===== src/xbc_pkg.sv =====
// Shared constants, field layouts and types of the external bus controller.
// Assumes one synchronous clock domain; all configuration arrives as plain ports.
`default_nettype none

package xbc_pkg;

  localparam int XBC_AW = 24;
  localparam int XBC_DW = 16;
  localparam int XBC_NWIN = 4;
  localparam int XBC_NCS = 4;
  localparam int XBC_SEGW = 6;
  localparam int XBC_SEG_LSB = 16;
  localparam int XBC_GRAN_BITS = 12;

  // Bus configuration register layout (default and window sets).
  localparam int CFG_WAIT_LSB = 0;
  localparam int CFG_WAIT_W = 4;
  localparam int CFG_TRI_BIT = 4;
  localparam int CFG_ALE_BIT = 5;
  localparam int CFG_RWD_BIT = 6;
  localparam int CFG_MUX_BIT = 7;
  localparam int CFG_WIDE_BIT = 8;
  localparam int CFG_EN_BIT = 9;

  // Window select register layout.
  localparam int SEL_SIZE_LSB = 0;
  localparam int SEL_SIZE_W = 4;
  localparam int SEL_BASE_LSB = 4;
  localparam int SEL_BASE_W = 12;

  // System configuration register layout.
  localparam int SYS_UNLATCH_BIT = 6;
  localparam int SYS_SPACE_LSB = 12;
  localparam logic [1:0] SPACE_64K = 2'h0;
  localparam logic [1:0] SPACE_256K = 2'h1;
  localparam logic [1:0] SPACE_1M = 2'h2;
  localparam logic [1:0] SPACE_4M = 2'h3;

  localparam logic [5:0] SEG_NONE = 6'h00;
  localparam logic [5:0] SEG_TWO = 6'h03;
  localparam logic [5:0] SEG_FOUR = 6'h0f;
  localparam logic [5:0] SEG_ALL = 6'h3f;

  localparam logic [1:0] LANE_NONE = 2'h0;
  localparam logic [1:0] LANE_LOW = 2'h1;
  localparam logic [1:0] LANE_HIGH = 2'h2;
  localparam logic [1:0] LANE_BOTH = 2'h3;

  typedef enum logic [2:0] {ST_IDLE, ST_ALE, ST_DELAY, ST_STROBE, ST_HOLD} xbc_state_type;

  // Segment lines driven for each restricted address space.
  function automatic logic [5:0] xbc_seg_mask(input logic [1:0] space);
    case (space)
      SPACE_64K: return SEG_NONE;
      SPACE_256K: return SEG_TWO;
      SPACE_1M: return SEG_FOUR;
      default: return SEG_ALL;
    endcase
  endfunction

endpackage

`default_nettype wire


===== src/xbc_win_if.sv =====
// Interface between the controller and its address window decoder.
// Assumes the user side drives address and configuration, the decoder the result.
`timescale 1ns/1ps
`default_nettype none

interface xbc_win_if;
  import xbc_pkg::*;
  logic [XBC_NWIN-1:0][15:0] sel_reg;
  logic [XBC_NWIN-1:0][15:0] win_cfg;
  logic [15:0] dflt_cfg;
  logic [XBC_AW-1:0] addr;
  logic [2:0] hit;
  logic [15:0] cfg;
  modport decoder(input sel_reg, input win_cfg, input dflt_cfg, input addr,
                  output hit, output cfg);
  modport user(output sel_reg, output win_cfg, output dflt_cfg, output addr,
               input hit, input cfg);
endinterface

`default_nettype wire


===== src/xbc_ext_bus_ctrl.sv =====
// External bus controller: turns CPU accesses into external bus cycles.
// Assumes synchronous pins, a requester that holds its request until req_ready.
`timescale 1ns/1ps
`default_nettype none

module xbc_ext_bus_ctrl
  import xbc_pkg::*;
#(
  parameter logic LARGE_VARIANT = 1'b1,
  parameter logic [XBC_AW-1:0] IRAM_LO = 24'h00f600,
  parameter logic [XBC_AW-1:0] IRAM_HI = 24'h00fdff,
  parameter logic [XBC_AW-1:0] SFR_LO = 24'h00fe00,
  parameter logic [XBC_AW-1:0] SFR_HI = 24'h00ffff,
  parameter logic ROM_EN = 1'b0,
  parameter logic [XBC_AW-1:0] ROM_LO = 24'h000000,
  parameter logic [XBC_AW-1:0] ROM_HI = 24'h007fff
) (
  input wire logic clk_sys,
  input wire logic reset,
  input wire logic req_valid,
  input wire logic [XBC_AW-1:0] req_addr,
  input wire logic req_write,
  input wire logic req_word,
  input wire logic [XBC_DW-1:0] req_wdata,
  output logic req_ready,
  output logic rsp_valid,
  output logic [XBC_DW-1:0] rsp_rdata,
  input wire logic [15:0] system_config_reg,
  input wire logic [15:0] default_bus_config_reg,
  input wire logic [15:0] first_window_config,
  input wire logic [15:0] second_window_config,
  input wire logic [15:0] third_window_config,
  input wire logic [15:0] fourth_window_config,
  input wire logic [XBC_NWIN-1:0][15:0] window_select_reg,
  output logic [15:0] address_port_out,
  output logic address_port_oe,
  output logic [XBC_SEGW-1:0] seg_addr_out,
  output logic [XBC_SEGW-1:0] seg_addr_oe,
  input wire logic [XBC_DW-1:0] data_port_in,
  output logic [XBC_DW-1:0] data_port_out,
  output logic [1:0] data_port_oe,
  output logic ale,
  output logic rd_n,
  output logic wr_n,
  output logic bhe_n,
  output logic [XBC_NCS-1:0] cs_n
);

  function automatic logic in_range(input logic [XBC_AW-1:0] a, input logic [XBC_AW-1:0] lo,
                                    input logic [XBC_AW-1:0] hi);
    return (a >= lo) && (a <= hi);
  endfunction

  // Active-high select vector for a decoded window; windows without a pin select nothing.
  function automatic logic [XBC_NCS-1:0] cs_of(input logic [2:0] hit);
    logic [XBC_NCS-1:0] v;
    v = '0;
    if (hit == 3'h0) begin
      v[0] = 1'b1;
    end else if (hit == 3'h1) begin
      v[1] = 1'b1;
    end else if (LARGE_VARIANT && hit < 3'h4) begin
      v[hit[1:0]] = 1'b1;
    end
    return v;
  endfunction

  xbc_state_type state_reg, state_next;
  logic [XBC_AW-1:0] addr_reg, addr_next;
  logic write_reg, write_next, word_reg, word_next, part_reg, part_next, two_reg, two_next;
  logic [XBC_DW-1:0] wdata_reg, wdata_next, rdata_reg, rdata_next;
  logic [15:0] cfg_reg, cfg_next;
  logic [CFG_WAIT_W-1:0] cnt_reg, cnt_next;
  logic rsp_reg, rsp_next;
  logic [XBC_NCS-1:0] cs_latch_reg, cs_latch_next;
  logic ale_reg, ale_next, rd_n_reg, rd_n_next, wr_n_reg, wr_n_next, bhe_n_reg, bhe_n_next;
  logic [15:0] aport_reg, aport_next;
  logic aport_oe_reg, aport_oe_next;
  logic [XBC_SEGW-1:0] seg_reg, seg_next, seg_oe_reg, seg_oe_next;
  logic [XBC_DW-1:0] dout_reg, dout_next;
  logic [1:0] doe_reg, doe_next;
  logic ext_en, unlatched, internal_hit, start_ext, part_end;
  logic [1:0] space;
  logic [7:0] rbyte;
  logic [XBC_NCS-1:0] live_cs;

  xbc_win_if win_if ();
  xbc_window_decode u_decode (.win(win_if.decoder));

  assign ext_en = default_bus_config_reg[CFG_EN_BIT];
  assign unlatched = system_config_reg[SYS_UNLATCH_BIT];
  assign space = system_config_reg[SYS_SPACE_LSB +: 2];
  assign internal_hit = in_range(req_addr, IRAM_LO, IRAM_HI) ||
                        in_range(req_addr, SFR_LO, SFR_HI) ||
                        (ROM_EN && in_range(req_addr, ROM_LO, ROM_HI));
  assign start_ext = req_valid && ext_en && !internal_hit;

  assign win_if.sel_reg = window_select_reg;
  assign win_if.win_cfg = {fourth_window_config, third_window_config,
                           second_window_config, first_window_config};
  assign win_if.dflt_cfg = default_bus_config_reg;
  assign win_if.addr = (state_reg == ST_IDLE) ? req_addr : addr_reg;

  // Unlatched selects follow the live address; latched ones hold the value caught at start.
  assign live_cs = ((state_reg != ST_IDLE) || start_ext) ? cs_of(win_if.hit) : '0;
  assign cs_n = ~(unlatched ? live_cs : cs_latch_reg);

  assign req_ready = (state_reg == ST_IDLE);
  assign rsp_valid = rsp_reg;
  assign rsp_rdata = rdata_reg;
  assign address_port_out = aport_reg;
  assign address_port_oe = aport_oe_reg;
  assign seg_addr_out = seg_reg;
  assign seg_addr_oe = seg_oe_reg;
  assign data_port_out = dout_reg;
  assign data_port_oe = doe_reg;
  assign ale = ale_reg;
  assign rd_n = rd_n_reg;
  assign wr_n = wr_n_reg;
  assign bhe_n = bhe_n_reg;

  // Byte that the current part reads: the high lane for an odd address on a 16-bit bus, else the low lane.
  assign rbyte = (cfg_reg[CFG_WIDE_BIT] && addr_reg[0]) ? data_port_in[15:8] : data_port_in[7:0];

  always_comb begin
    state_next = state_reg;
    addr_next = addr_reg;
    write_next = write_reg;
    word_next = word_reg;
    part_next = part_reg;
    two_next = two_reg;
    wdata_next = wdata_reg;
    rdata_next = rdata_reg;
    cfg_next = cfg_reg;
    cnt_next = cnt_reg;
    cs_latch_next = cs_latch_reg;
    rsp_next = 1'b0;
    part_end = 1'b0;
    case (state_reg)
      ST_IDLE: begin
        if (start_ext) begin
          addr_next = req_addr;
          write_next = req_write;
          word_next = req_word;
          wdata_next = req_wdata;
          cfg_next = win_if.cfg;
          cs_latch_next = cs_of(win_if.hit);
          part_next = 1'b0;
          two_next = req_word && (!win_if.cfg[CFG_WIDE_BIT] || req_addr[0]);
          rdata_next = '0;
          cnt_next = win_if.cfg[CFG_ALE_BIT] ? CFG_WAIT_W'(1) : '0;
          state_next = ST_ALE;
        end else if (req_valid) begin
          rdata_next = '0;
          rsp_next = 1'b1;
        end
      end
      ST_ALE: begin
        if (cnt_reg != '0) begin
          cnt_next = cnt_reg - CFG_WAIT_W'(1);
        end else if (cfg_reg[CFG_RWD_BIT]) begin
          state_next = ST_DELAY;
        end else begin
          cnt_next = cfg_reg[CFG_WAIT_LSB +: CFG_WAIT_W];
          state_next = ST_STROBE;
        end
      end
      ST_DELAY: begin
        cnt_next = cfg_reg[CFG_WAIT_LSB +: CFG_WAIT_W];
        state_next = ST_STROBE;
      end
      ST_STROBE: begin
        if (cnt_reg != '0) begin
          cnt_next = cnt_reg - CFG_WAIT_W'(1);
        end else begin
          if (!write_reg) begin
            if (two_reg) begin
              if (part_reg) begin
                rdata_next[15:8] = rbyte;
              end else begin
                rdata_next[7:0] = rbyte;
              end
            end else if (word_reg) begin
              rdata_next = data_port_in;
            end else begin
              rdata_next = {8'h00, rbyte};
            end
          end
          if (cfg_reg[CFG_TRI_BIT]) begin
            state_next = ST_HOLD;
          end else begin
            part_end = 1'b1;
          end
        end
      end
      ST_HOLD: part_end = 1'b1;
      default: state_next = ST_IDLE;
    endcase
    if (part_end) begin
      if (two_reg && !part_reg) begin
        part_next = 1'b1;
        addr_next = addr_reg + XBC_AW'(1);
        cnt_next = cfg_reg[CFG_ALE_BIT] ? CFG_WAIT_W'(1) : '0;
        state_next = ST_ALE;
      end else begin
        rsp_next = 1'b1;
        cs_latch_next = '0;
        state_next = ST_IDLE;
      end
    end
  end

  // Pin values for the next cycle, taken from the next state so pins come from flops.
  always_comb begin
    ale_next = (state_next == ST_ALE);
    rd_n_next = !((state_next == ST_STROBE) && !write_next);
    wr_n_next = !((state_next == ST_STROBE) && write_next);
    aport_next = addr_next[15:0];
    aport_oe_next = (state_next != ST_IDLE) && !cfg_next[CFG_MUX_BIT];
    seg_next = addr_next[XBC_SEG_LSB +: XBC_SEGW];
    seg_oe_next = ext_en ? xbc_seg_mask(space) : SEG_NONE;
    bhe_n_next = !((state_next != ST_IDLE) && cfg_next[CFG_WIDE_BIT] &&
                   ((word_next && !two_next) || addr_next[0]));
    dout_next = dout_reg;
    doe_next = LANE_NONE;
    if (state_next == ST_ALE && cfg_next[CFG_MUX_BIT]) begin
      dout_next = addr_next[15:0];
      doe_next = cfg_next[CFG_WIDE_BIT] ? LANE_BOTH : LANE_LOW;
    end else if ((state_next == ST_DELAY || state_next == ST_STROBE) && write_next) begin
      if (!cfg_next[CFG_WIDE_BIT]) begin
        dout_next = {8'h00, part_next ? wdata_next[15:8] : wdata_next[7:0]};
        doe_next = LANE_LOW;
      end else if (word_next && !two_next) begin
        dout_next = wdata_next;
        doe_next = LANE_BOTH;
      end else begin
        dout_next = part_next ? {wdata_next[15:8], wdata_next[15:8]} :
                                {wdata_next[7:0], wdata_next[7:0]};
        doe_next = addr_next[0] ? LANE_HIGH : LANE_LOW;
      end
    end
  end

  always_ff @(posedge clk_sys) begin
    if (reset) begin
      state_reg <= ST_IDLE;
      addr_reg <= '0;
      write_reg <= 1'b0;
      word_reg <= 1'b0;
      part_reg <= 1'b0;
      two_reg <= 1'b0;
      wdata_reg <= '0;
      rdata_reg <= '0;
      cfg_reg <= '0;
      cnt_reg <= '0;
      rsp_reg <= 1'b0;
      cs_latch_reg <= '0;
      ale_reg <= 1'b0;
      rd_n_reg <= 1'b1;
      wr_n_reg <= 1'b1;
      bhe_n_reg <= 1'b1;
      aport_reg <= '0;
      aport_oe_reg <= 1'b0;
      seg_reg <= '0;
      seg_oe_reg <= SEG_NONE;
      dout_reg <= '0;
      doe_reg <= LANE_NONE;
    end else begin
      state_reg <= state_next;
      addr_reg <= addr_next;
      write_reg <= write_next;
      word_reg <= word_next;
      part_reg <= part_next;
      two_reg <= two_next;
      wdata_reg <= wdata_next;
      rdata_reg <= rdata_next;
      cfg_reg <= cfg_next;
      cnt_reg <= cnt_next;
      rsp_reg <= rsp_next;
      cs_latch_reg <= cs_latch_next;
      ale_reg <= ale_next;
      rd_n_reg <= rd_n_next;
      wr_n_reg <= wr_n_next;
      bhe_n_reg <= bhe_n_next;
      aport_reg <= aport_next;
      aport_oe_reg <= aport_oe_next;
      seg_reg <= seg_next;
      seg_oe_reg <= seg_oe_next;
      dout_reg <= dout_next;
      doe_reg <= doe_next;
    end
  end
endmodule // xbc_ext_bus_ctrl

`default_nettype wire


===== src/xbc_window_decode.sv =====
// Address window decoder: picks the bus configuration that governs an address.
// Assumes stable window registers; purely combinational.
`timescale 1ns/1ps
`default_nettype none

module xbc_window_decode
  import xbc_pkg::*;
(
  xbc_win_if.decoder win
);

  function automatic logic win_match(input logic [15:0] sel, input logic [XBC_AW-1:0] a);
    logic [SEL_BASE_W-1:0] mask;
    mask = {SEL_BASE_W{1'b1}} << sel[SEL_SIZE_LSB +: SEL_SIZE_W];
    return ((a[XBC_AW-1:XBC_GRAN_BITS] ^ sel[SEL_BASE_LSB +: SEL_BASE_W]) & mask) == '0;
  endfunction

  // Later windows are tested last so that they override earlier ones.
  always_comb begin
    win.hit = 3'h0;
    win.cfg = win.dflt_cfg;
    for (int i = 0; i < XBC_NWIN; i++) begin
      if (win.win_cfg[i][CFG_EN_BIT] && win_match(win.sel_reg[i], win.addr)) begin
        win.hit = 3'(i + 1);
        win.cfg = win.win_cfg[i];
      end
    end
  end

endmodule // xbc_window_decode

`default_nettype wire

===== config.mk =====
export PLATFORM = sky130hd
export DESIGN_NAME = xbc_ext_bus_ctrl
export DESIGN_NICKNAME = d
export VERILOG_FILES = /design/src/xbc_pkg.sv /design/src/xbc_win_if.sv /design/src/xbc_ext_bus_ctrl.sv /design/src/xbc_window_decode.sv
export SDC_FILE = /design/constraint.sdc
export NUM_CORES = 1
export LEC_CHECK = 0
export BUFFER_PORTS_ARGS = -buffer_cell sky130_fd_sc_hd__buf_2
export CORE_MARGIN = 2
export CORE_UTILIZATION = 30
export CTS_CLUSTER_SIZE = 10
export DETAILED_ROUTE_END_ITERATION = 10
export GPL_TIMING_DRIVEN = 0
export SLEW_MARGIN = 30
export SYNTH_ARGS = -nofsm -noshare
export SYNTH_HDL_FRONTEND = slang
export SYNTH_SLANG_ARGS = --single-unit

===== constraint.sdc =====
create_clock -name clk_sys -period 3.5 [get_ports clk_sys]
set_input_delay 0.35 -clock clk_sys [delete_from_list [all_inputs] [get_ports clk_sys]]
set_output_delay 0.35 -clock clk_sys [all_outputs]
set_load 0.02 [all_outputs]

# Word-level counts from Yosys, hierarchy flattened

Cells that the tools add are included.

Register bits: 132
Bits of input ports: 221
Output and inout bits: 73
Word-level logic and storage cells: 201

Add/subtract/negate cells: 2
$lt $le $gt $ge: 7
Equal/unequal tests: 15
Shift operators: 4
Multiplexer cells: 89
Bitwise operators: 10
Reduce and logical (&&, ||, !) cells: 50

Operators by type and width:

| operator                | number |
|---|---|
| $mux W16                | 13 |
| $mux W24                | 5 |
| $mux W9                 | 6 |
| $mux W4                 | 13 |
| $and A12 B12 Y12        | 4 |
| $ge A24 B16 Y1 const B  | 2 |
| $le A24 B16 Y1 const B  | 2 |
| $logic_not A12 Y1       | 4 |
| $shl A12 B4 Y12 const A | 4 |
| $xor A12 B12 Y12        | 4 |
| $mux W8                 | 4 |
| $pmux W16 S2            | 1 |
| $mux W1                 | 26 |
| $add A24 B1 Y24 const B | 1 |
| $mux W3                 | 7 |
| $logic_and A1 B1 Y1     | 20 |
| $mux W2                 | 9 |
| $pmux W6 S3             | 1 |
| $pmux W4 S4             | 1 |
| $pmux W3 S5             | 1 |
| $eq A3 B2 Y1 const B    | 4 |
| $reduce_and A5 Y1       | 2 |
| $eq A3 B1 Y1 const B    | 3 |
| $logic_not A1 Y1        | 9 |
| other kinds (22)        | 31 |

# Longest topological paths before layout

Gate-level depths: netlist (run 1).

Depth in word-level cells: 21
Depth in mapped cells: 15
Depth with buffers taken out: 11

# Cells and area by module

Synthesis (run 1) repeated with hierarchy kept, for this count alone.

Cell total of the unflattened synthesis: 940
Area, all modules: 7511.0 um^2

Modules (own cells, without submodules):

| module            | times used | cells an instance | area an instance (um^2) | seq. area each (um^2) |
|---|---|---|---|---|
| xbc_ext_bus_ctrl  | 1          | 722               | 5944.5                  | 2142.1 |
| xbc_window_decode | 1          | 218               | 1566.5                  | 0.0 |

# Worst setup path after synthesis (run 1)

OpenSTA, ideal clock, no wires.

Path kind: register to output
Start point: reg state_reg[1]
End point: out cs_n[3]
Arrival: 3.067 ns
Required time: 3.150 ns
Slack: 0.083 ns
Stages on the path, launching flop included: 13
Buffers on the path: 5
Path through: dfxtp_1 -> buf_2 -> buf_6 -> buf_6 -> o31a_1 -> or3_1 -> a222oi_1 -> o22ai_1 -> o31ai_2 -> nand4_2 -> clkbuf_1 -> clkbuf_1 -> a32oi_1

Cells in the longest elaborated chain, start to end: 20
Elaborated cells on any way between the ends: 38
Those cells by class: order compare (3); eq/ne (1); mux (12); bitwise (9); reduce/logical (13)

Ends and longest elaborated chain:

| item                          | line                    | text |
|---|---|---|
| from (decl)                   | xbc_ext_bus_ctrl.sv:68  | `xbc_state_type state_reg, state_next;` |
| from (signal assigned)        | xbc_ext_bus_ctrl.sv:269 | `state_reg <= state_next;` |
| $logic_not A3 Y1              | xbc_ext_bus_ctrl.sv:102 | `assign win_if.addr = (state_reg == ST_IDLE) ? req_addr : addr_reg;` |
| $mux W24                      | xbc_ext_bus_ctrl.sv:102 |  |
| $xor A12 B12 Y12              | xbc_window_decode.sv:15 | `return ((a[XBC_AW-1:XBC_GRAN_BITS] ^ sel[SEL_BASE_LSB +: SEL_BASE_W]) & mask) == '0;` |
| $and A12 B12 Y12              | xbc_window_decode.sv:15 |  |
| $logic_not A12 Y1             | xbc_window_decode.sv:15 |  |
| $logic_and A1 B1 Y1           | xbc_window_decode.sv:23 | `if (win.win_cfg[i][CFG_EN_BIT] && win_match(win.sel_reg[i], win.addr)) begin` |
| $mux W1                       | xbc_window_decode.sv:23 |  |
| $mux W2 (2 in a row)          | xbc_window_decode.sv:23 |  |
| [3 not listed]                | n/a                     |  |
| $mux W1 (not written as such) | xbc_ext_bus_ctrl.sv:63  | `v[hit[1:0]] = 1'b1;` |
| $demux W1 S2                  | xbc_ext_bus_ctrl.sv:63  |  |
| $mux W4                       | xbc_ext_bus_ctrl.sv:62  | `end else if (LARGE_VARIANT && hit < 3'h4) begin` |
| $mux W2                       | xbc_ext_bus_ctrl.sv:60  | `end else if (hit == 3'h1) begin` |
| $mux W3                       | n/a                     |  |
| $mux W4 *                     | xbc_ext_bus_ctrl.sv:105 | `assign live_cs = ((state_reg != ST_IDLE) \|\| start_ext) ? cs_of(win_if.hit) : '0;` |
| $mux W4 *                     | xbc_ext_bus_ctrl.sv:106 | `assign cs_n = ~(unlatched ? live_cs : cs_latch_reg);` |
| $not A4 Y4 *                  | xbc_ext_bus_ctrl.sv:106 |  |
| to (decl)                     | xbc_ext_bus_ctrl.sv:46  | `output logic [XBC_NCS-1:0] cs_n` |

Every way passes the cells marked *; elsewhere a longest branch is shown, timed or not.

# Worst setup path after layout (run 1)

Start point: reg state_reg[1]
End point: out cs_n[0]

Cells in the longest elaborated chain, start to end: 20
Elaborated cells on any way between the ends: 38
Those cells by class: order compare (3); eq/ne (1); mux (12); bitwise (9); reduce/logical (13)

Ends and longest elaborated chain:

| item                                      | line |
|---|---|
| $logic_not A3 Y1                          | xbc_ext_bus_ctrl.sv:102 |
| $mux W24                                  | xbc_ext_bus_ctrl.sv:102 |
| $xor A12 B12 Y12                          | xbc_window_decode.sv:15 |
| $and A12 B12 Y12                          | xbc_window_decode.sv:15 |
| $logic_not A12 Y1                         | xbc_window_decode.sv:15 |
| $logic_and A1 B1 Y1                       | xbc_window_decode.sv:23 |
| $mux W1                                   | xbc_window_decode.sv:23 |
| $mux W2 (2 in a row)                      | xbc_window_decode.sv:23 |
| [2 not listed]                            | n/a |
| $logic_and A1 B1 Y1 (not written as such) | xbc_ext_bus_ctrl.sv:63 |
| $mux W1 (not written as such)             | xbc_ext_bus_ctrl.sv:63 |
| $demux W1 S2                              | xbc_ext_bus_ctrl.sv:63 |
| $mux W4                                   | xbc_ext_bus_ctrl.sv:62 |
| $mux W1 (2 in a row)                      | n/a |
| $mux W4 *                                 | xbc_ext_bus_ctrl.sv:105 |
| $mux W4 *                                 | xbc_ext_bus_ctrl.sv:106 |
| $not A4 Y4 *                              | xbc_ext_bus_ctrl.sv:106 |

Marks and branches as above.

==> results of run 1 <==
==> cells in the mapped netlist, types with 11 or more instances <==
| cell | number |
|---|---|
| mux2i_1 | 53 |
| and2_1 | 20 |
| or3_1 | 14 |
| o31a_1 | 11 |
| dfxtp_1 | 107 |
| nand3_1 | 20 |
| or2_2 | 11 |
| o31ai_1 | 12 |
| and3_1 | 22 |
| nor2_1 | 128 |
| clkbuf_1 | 44 |
| a22oi_1 | 14 |
| o221ai_1 | 12 |
| o21ai_0 | 41 |
| nor3_1 | 20 |
| xor2_1 | 11 |
| inv_1 | 17 |
| a21oi_1 | 56 |
| buf_4 | 25 |
| mux2_2 | 14 |
| nand2_1 | 71 |
| xnor2_1 | 14 |
==> final cells by class <==
cell class	count	area [µm²]	share of cell area (%)
multi-input combinational	743	5280	49.8
sequential	107	2150	20.2
timing repair buffer	303	1740	16.4
buffer	85	638	6.01
tap	324	405	3.82
clock buffer	10	229	2.16
clock inverter	6	96.3	0.908
inverter	17	63.8	0.601
antenna	2	5.00	0.0472
==> path summary, 6_finish.rpt <==
path	start	endpoint	cells after the start
max reg2reg	state_reg[1]	data_port_out[14]	18
min reg2reg	cfg_reg[5]	cfg_reg[5]	2
max	state_reg[1]	cs_n[0]	16
min	system_config_reg[12]	seg_addr_oe[4]	2
==> cell usage in the layout, fill, tap and decap left out, types with 22 or more instances in the layout <==
master	synthesis	routed
nor2_1	128	121
mux2i_1	53	52
o21ai_0	41	39
a21oi_1	56	55
dfxtp_1	107	104
and3_1	22	22
nand2_1	71	70
clkbuf_1	44	31
buf_4	25	74
buf_2	10	248
==> kinds of logic (layout without fill, tap and decap cells) <==
| family | Yosys count | count (layout) | share of synthesized area [%] |
|---|---|---|---|
| XOR/XNOR | 25 | 25 | 2.91 |
| AO/OA/AOI/OAI | 266 | 266 | 25.5 |
| AND/OR/NAND/NOR | 379 | 379 | 26.0 |
| multiplexers | 71 | 71 | 9.73 |
| buffers and inverters | 103 | 421 | 7.04 |
| other | 0 | 2 | 0 |
| adder cells (fa/ha/maj) | 2 | 2 | 0.332 |
| flip-flops | 107 | 107 | 28.4 |
==> metal layers <==
| metal | GRT usage, % | vias to the layer above | wire length (µm) |
|---|---|---|---|
| li1 | - | 4133 | - |
| met4 | 5.23 | 2 | 583 |
| met5 | 0 | - | 11 |
| met3 | 4.97 | 39 | 2840 |
| met1 | 30.3 | 4126 | 13900 |
| met2 | 36.7 | 388 | 14400 |
==> per-stage QoR <==
stage          instance area [µm²]  std cells
4_1_cts                       9980       1561
6_report                     10600       1597
5_1_grt                      10600       1595
2_1_floorplan                 7530        953
3_3_place_gp                  9180       1525
3_5_place_dp                  9180       1525
==> power by group <==
group | internal (µW) | switching, µW
Combinational | 1340 | 1700
Clock | 639 | 510
Sequential | 1390 | 156
Total | 3370 | 2360
==> repair_timing <==
| item | in CTS | in global routing |
|---|---|---|
| endpoints found under the setup margin | 56 | 48 |
| pin swaps | 12 | 22 |
| cloned | 0 | 3 |
| resized for setup | 73 | 87 |
| buffers inserted | 20 | 33 |
==> qor.csv, run 1 <==
stage,metric,value,unit
final_layout,max reg flops,24,
global_route,Tot GR Track Use,22.5,%
floorplanning,Cell Rows,57,
critical_path,crit path max fanout,8,
floorplanning,Core Region,24500,µm²
synth,synth unique cells,85,
floorplanning,I/O pin total,294,
sta,Worst slew margin,44.8,%
critical_path,"delay-heaviest family, CP",compound AO/OA/AOI/OAI gates,
routing,final wirelength,31800,µm
placed_design,HPWL Detailed,24100,µm
sta,fin. max-slew vios,0,
synth,Yosys top cell by area,dfxtp_1,
final_layout,layout net count,1489,
clocking,clock sinks,107,
critical_path,CP max stage cell,or3_4,
outcome,status,finished with violations,
global_route,total gr overflow,0,
floorplanning,Die W,162,µm
floorplanning,Die Span Y,162,µm
synth,cell count after synthesis,953,
clocking,clock buffer depth,2,
critical_path,"most used cell, CP",buf_8,
final_layout,Layout area overhead,40.9,%
sta,f_max,261,MHz
sta,setup TNS,-5.11,ns
routing,Detailed Routing Iterations Pass 1,5,
synth,register area share after synthesis,28.4,%
clocking,Hold Buf Count CTS,0,
clocking,H-tree levels,3,
pwr,VDD IR-drop max,265,µV
sta,Slew @ Worst Pin,0.826,ns
clocking,CTS tree,done,
floorplanning,Initial Util,30.8,%
clocking,root buf cell,clkbuf_16,
critical_path,kind of critical path,register to output pin,
sta,worst hold slack,0.222,ns
synth,total number of yosys warnings,0,
clocking,Worst-Skew Late Latency,0.36,ns
routing,wire per inst,19.9,µm
global_route,pin count of the biggest net entering global routing,19,
critical_path,CP peak stage delay,0.34,ns
routing,vias,8688,
pwr,power per cell area,540,nW/µm²
synth,Netlist Area Pre-Place,7530,µm²
outcome,violated checks,negative setup slack,
pwr,total power,5730,µW
critical_path,worst path cell trace,buf_8 -> buf_8 -> buf_8 -> o31a_1 -> or3_4 -> a222oi_1 -> o22ai_1 -> o31ai_2 -> buf_4 -> nand4_4 -> clkbuf_16 -> o211a_4 -> nand2_1 -> nor2_1 -> a21oi_1 -> buf_4,
sta,Fin Clk Skew,0.0106,ns
sta,crit path time final,3.83,ns
synth,Yosys reg bits,107,
placed_design,GPL Wtd Cong,0.853,
critical_path,reg2reg setup slack,-0.29,ns
routing,DRC Markers,0,
sta,Hold Fails Final Rpt,0,
synth,post-synth top area share,28.4,%
final_layout,final core utilization,43.4,%
global_route,vias in the first global route,7852,
sta,final setup fails,24,
sta,Final Worst Setup Slack,-0.328,ns
placed_design,DP Worst Slack,-0.939,ns
pwr,Pleak,0.00466,µW
synth,dominant synthesized flop cell,dfxtp_1,
synth,Syn Nets,1176,
floorplanning,die area,26400,µm²
critical_path,CP required,3.15,ns
critical_path,CP Data Arrival Time,3.48,ns
global_route,antenna violations before repair,3,
routing,drt initial violations,751,
worst_hold_path,hold crit path type,primary input to register,
critical_path,CP Capture Type,output pin,
synth,main area contributors after synthesis,"dfxtp_1 (28%), mux2i_1 (7.0%), nor2_1 (6.4%)",
run,max cap viols,0,
critical_path,worst path bufs/invs,6,
final_layout,layout cell share with drive strength beyond 1,37.5,%
placed_design,number of buffers added on ports,248,
synth,ys async rst share,0,%
global_route,first-pass GRT wire length,45500,µm
synth,number of synthesized flops with an enable pin,0,
routing,Post-DRT Antenna Nets,0,
sta,RSZ-0062 raised after global routing,true,
sta,crit share post-route,109,%
clocking,CTS buffer count,9,
final_layout,# fillers,2463,
routing,Via density,5.44,
synth,syn avg cell area,7.90,µm²
critical_path,Critical Path Start Type,register,
clocking,Clock transition at path regs,0.07,ns
(Power assumes the default switching activity.)
==> inputs of run 2 (changes only) <==
Settings changed: CTS_BUF_LIST set to sky130_fd_sc_hd__clkbuf_8.
==> qor.csv, run 2 (synthesized netlist as in run 1, its figures left out) <==
stage,metric,value,unit,change
outcome,status,finished with violations,,
outcome,violated checks,negative setup slack,,
clocking,Worst-Skew Late Latency,0.39,ns,+0.03 ns
sta,fin. max-slew vios,0,,unchanged
critical_path,critical path startpoint,state_reg[2],,
critical_path,Critical Path Start Type,register,,
final_layout,layout cell share with drive strength beyond 1,38.6,%,+1.1 points
clocking,clock sinks,107,,unchanged
floorplanning,Die W,162,µm,unchanged
floorplanning,Die Span Y,162,µm,unchanged
pwr,VDD IR-drop max,223,µV,-16%
sta,crit share post-route,110,%,+1.1 points
final_layout,"commonest non-fill, non-tap cell in the layout",buf_2,,
floorplanning,die area,26400,µm²,unchanged
global_route,first-pass GRT wire length,45800,µm,+0.59%
critical_path,kind of critical path,register to output pin,,
global_route,Tot GR Track Use,22.7,%,+0.19 points
routing,vias,8663,,-0.29%
sta,Final Worst Setup Slack,-0.366,ns,-0.0379 ns
run,max cap viols,0,,unchanged
routing,Post-DRT Antenna Nets,0,,unchanged
critical_path,FF-to-FF Start,state_reg[2],,
critical_path,CP Capture Type,output pin,,
global_route,antenna violations before repair,3,,unchanged
final_layout,"commonest cells after routing, fill and taps aside","buf_2 (248), nor2_1 (120), dfxtp_1 (104)",,
routing,wire per inst,20.0,µm,+0.46%
final_layout,final core utilization,43.9,%,+0.50 points
routing,Via density,5.43,,-0.23%
pwr,Pleak,0.00469,µW,+0.75%
sta,RSZ-0062 raised after global routing,true,,
routing,final wirelength,31900,µm,+0.40%
critical_path,CP required,3.15,ns,about the same
global_route,total gr overflow,0,,unchanged
sta,f_max,259,MHz,-0.98%
routing,Detailed Routing Iterations Pass 1,7,,+2
pwr,power per cell area,515,nW/µm²,-4.5%
sta,Slew @ Worst Pin,0.797,ns,-0.0282 ns
sta,crit path time final,3.87,ns,+0.0379 ns
clocking,H-tree levels,3,,unchanged
global_route,vias in the first global route,7955,,+1.3%
clocking,root buf cell,clkbuf_8,,
critical_path,crit path max fanout,8,,unchanged
clocking,CTS tree,done,,
placed_design,HPWL Detailed,24100,µm,unchanged
clocking,clock buffer depth,2,,unchanged
global_route,pin count of the biggest net entering global routing,19,,unchanged
sta,worst hold slack,0.189,ns,-0.0331 ns
final_layout,max reg flops,24,,unchanged
floorplanning,Cell Rows,57,,unchanged
clocking,Clock transition at path regs,0.11,ns,+0.04 ns
floorplanning,I/O pin total,294,,unchanged
floorplanning,Core Region,24500,µm²,unchanged
routing,drt initial violations,733,,-2.4%
floorplanning,Initial Util,30.8,%,unchanged
placed_design,GPL Wtd Cong,0.853,,unchanged
sta,Hold Fails Final Rpt,0,,unchanged
sta,final setup fails,23,,-4.2%
placed_design,number of buffers added on ports,248,,unchanged
critical_path,CP Data Arrival Time,3.52,ns,+0.04 ns
worst_hold_path,min-delay src,system_config_reg[12],,
sta,Worst slew margin,46.8,%,+2.1 points
sta,Fin Clk Skew,0.0154,ns,+0.00479 ns
routing,DRC Markers,0,,unchanged
worst_hold_path,hold crit path type,primary input to register,,
final_layout,Layout area overhead,42.5,%,
final_layout,layout net count,1488,,-0.067%
clocking,CTS buffer count,9,,unchanged
==> run 2: per-stage QoR <==
stage / cell area, µm² / TNS, ns / setup slack, ns / total power [µW] / std cells
2_1_floorplan: 7530 / 0 / 0.0832 / 3170 / 953
3_3_place_gp: 9180 / -34.40 / -0.985 / 3940 / 1525
3_5_place_dp: 9180 / -30.81 / -0.939 / 3970 / 1525
4_1_cts: 10000 / -5.45 / -0.375 / 5210 / 1572
5_1_grt: 10700 / -8.62 / -0.537 / 5830 / 1594
6_report: 10700 / -5.10 / -0.366 / 5530 / 1596
==> run 2: repair_timing <==
action | in CTS | in global routing
hold endpoints to repair | 0 | 0
hold buffers | 0 | 0
pin swaps | 14 | 31
gates cloned | 2 | 3
resized for setup | 78 | 113
buffers inserted | 29 | 20
setup endpoints to repair | 57 | 47
==> run 2: power by group <==
group          switching [µW]  internal, µW
combinational            1700          1380
sequential                169          1390
clock                     481           411
==> run 2: worst paths after layout <==
check	to	slack [ns]	cells after the start
hold / removal	seg_addr_oe[1]	0.19	2
hold reg to reg	cfg_reg[5]	0.46	2
setup reg to reg	data_port_out[12]	-0.29	16
setup / recovery	cs_n[0]	-0.37	15
==> run 2: metal layers <==
| layer | global-route usage (%) | part of all wire (%) | vias up |
|---|---|---|---|
| met5 | 0 | 0.034 | - |
| met4 | 5.91 | 1.9 | 2 |
| met3 | 5.04 | 8.9 | 41 |
| met2 | 36.9 | 46 | 393 |
| met1 | 30.4 | 44 | 4085 |
| li1 | - | - | 4142 |
==> run 2: cell type report <==
type                       instances  area, µm²
clock buffer                       9        124
multi-input combinational        743       5430
sequential                       107       2150
fill                            2469      13700
buffer                            85        647
inverter                          17       63.8
antenna                            2       5.00
tap                              324        405
timing repair buffer             302       1810
clock inverter                     7        100
==> run 2: worst max-delay path, stage by stage (launching register included) <==
cell and delay (ns):
dfxtp_2 0.35, buf_12 0.14, buf_8 0.13, o31a_1 0.36, or3_4 0.35, a222oi_1 0.37, o22ai_1 0.16, o31ai_2 0.18
buf_4 0.17, nand4_4 0.11, clkbuf_16 0.21, o211a_4 0.15, nand2_1 0.06, nor2_1 0.04, a21oi_1 0.15, buf_4 0.17
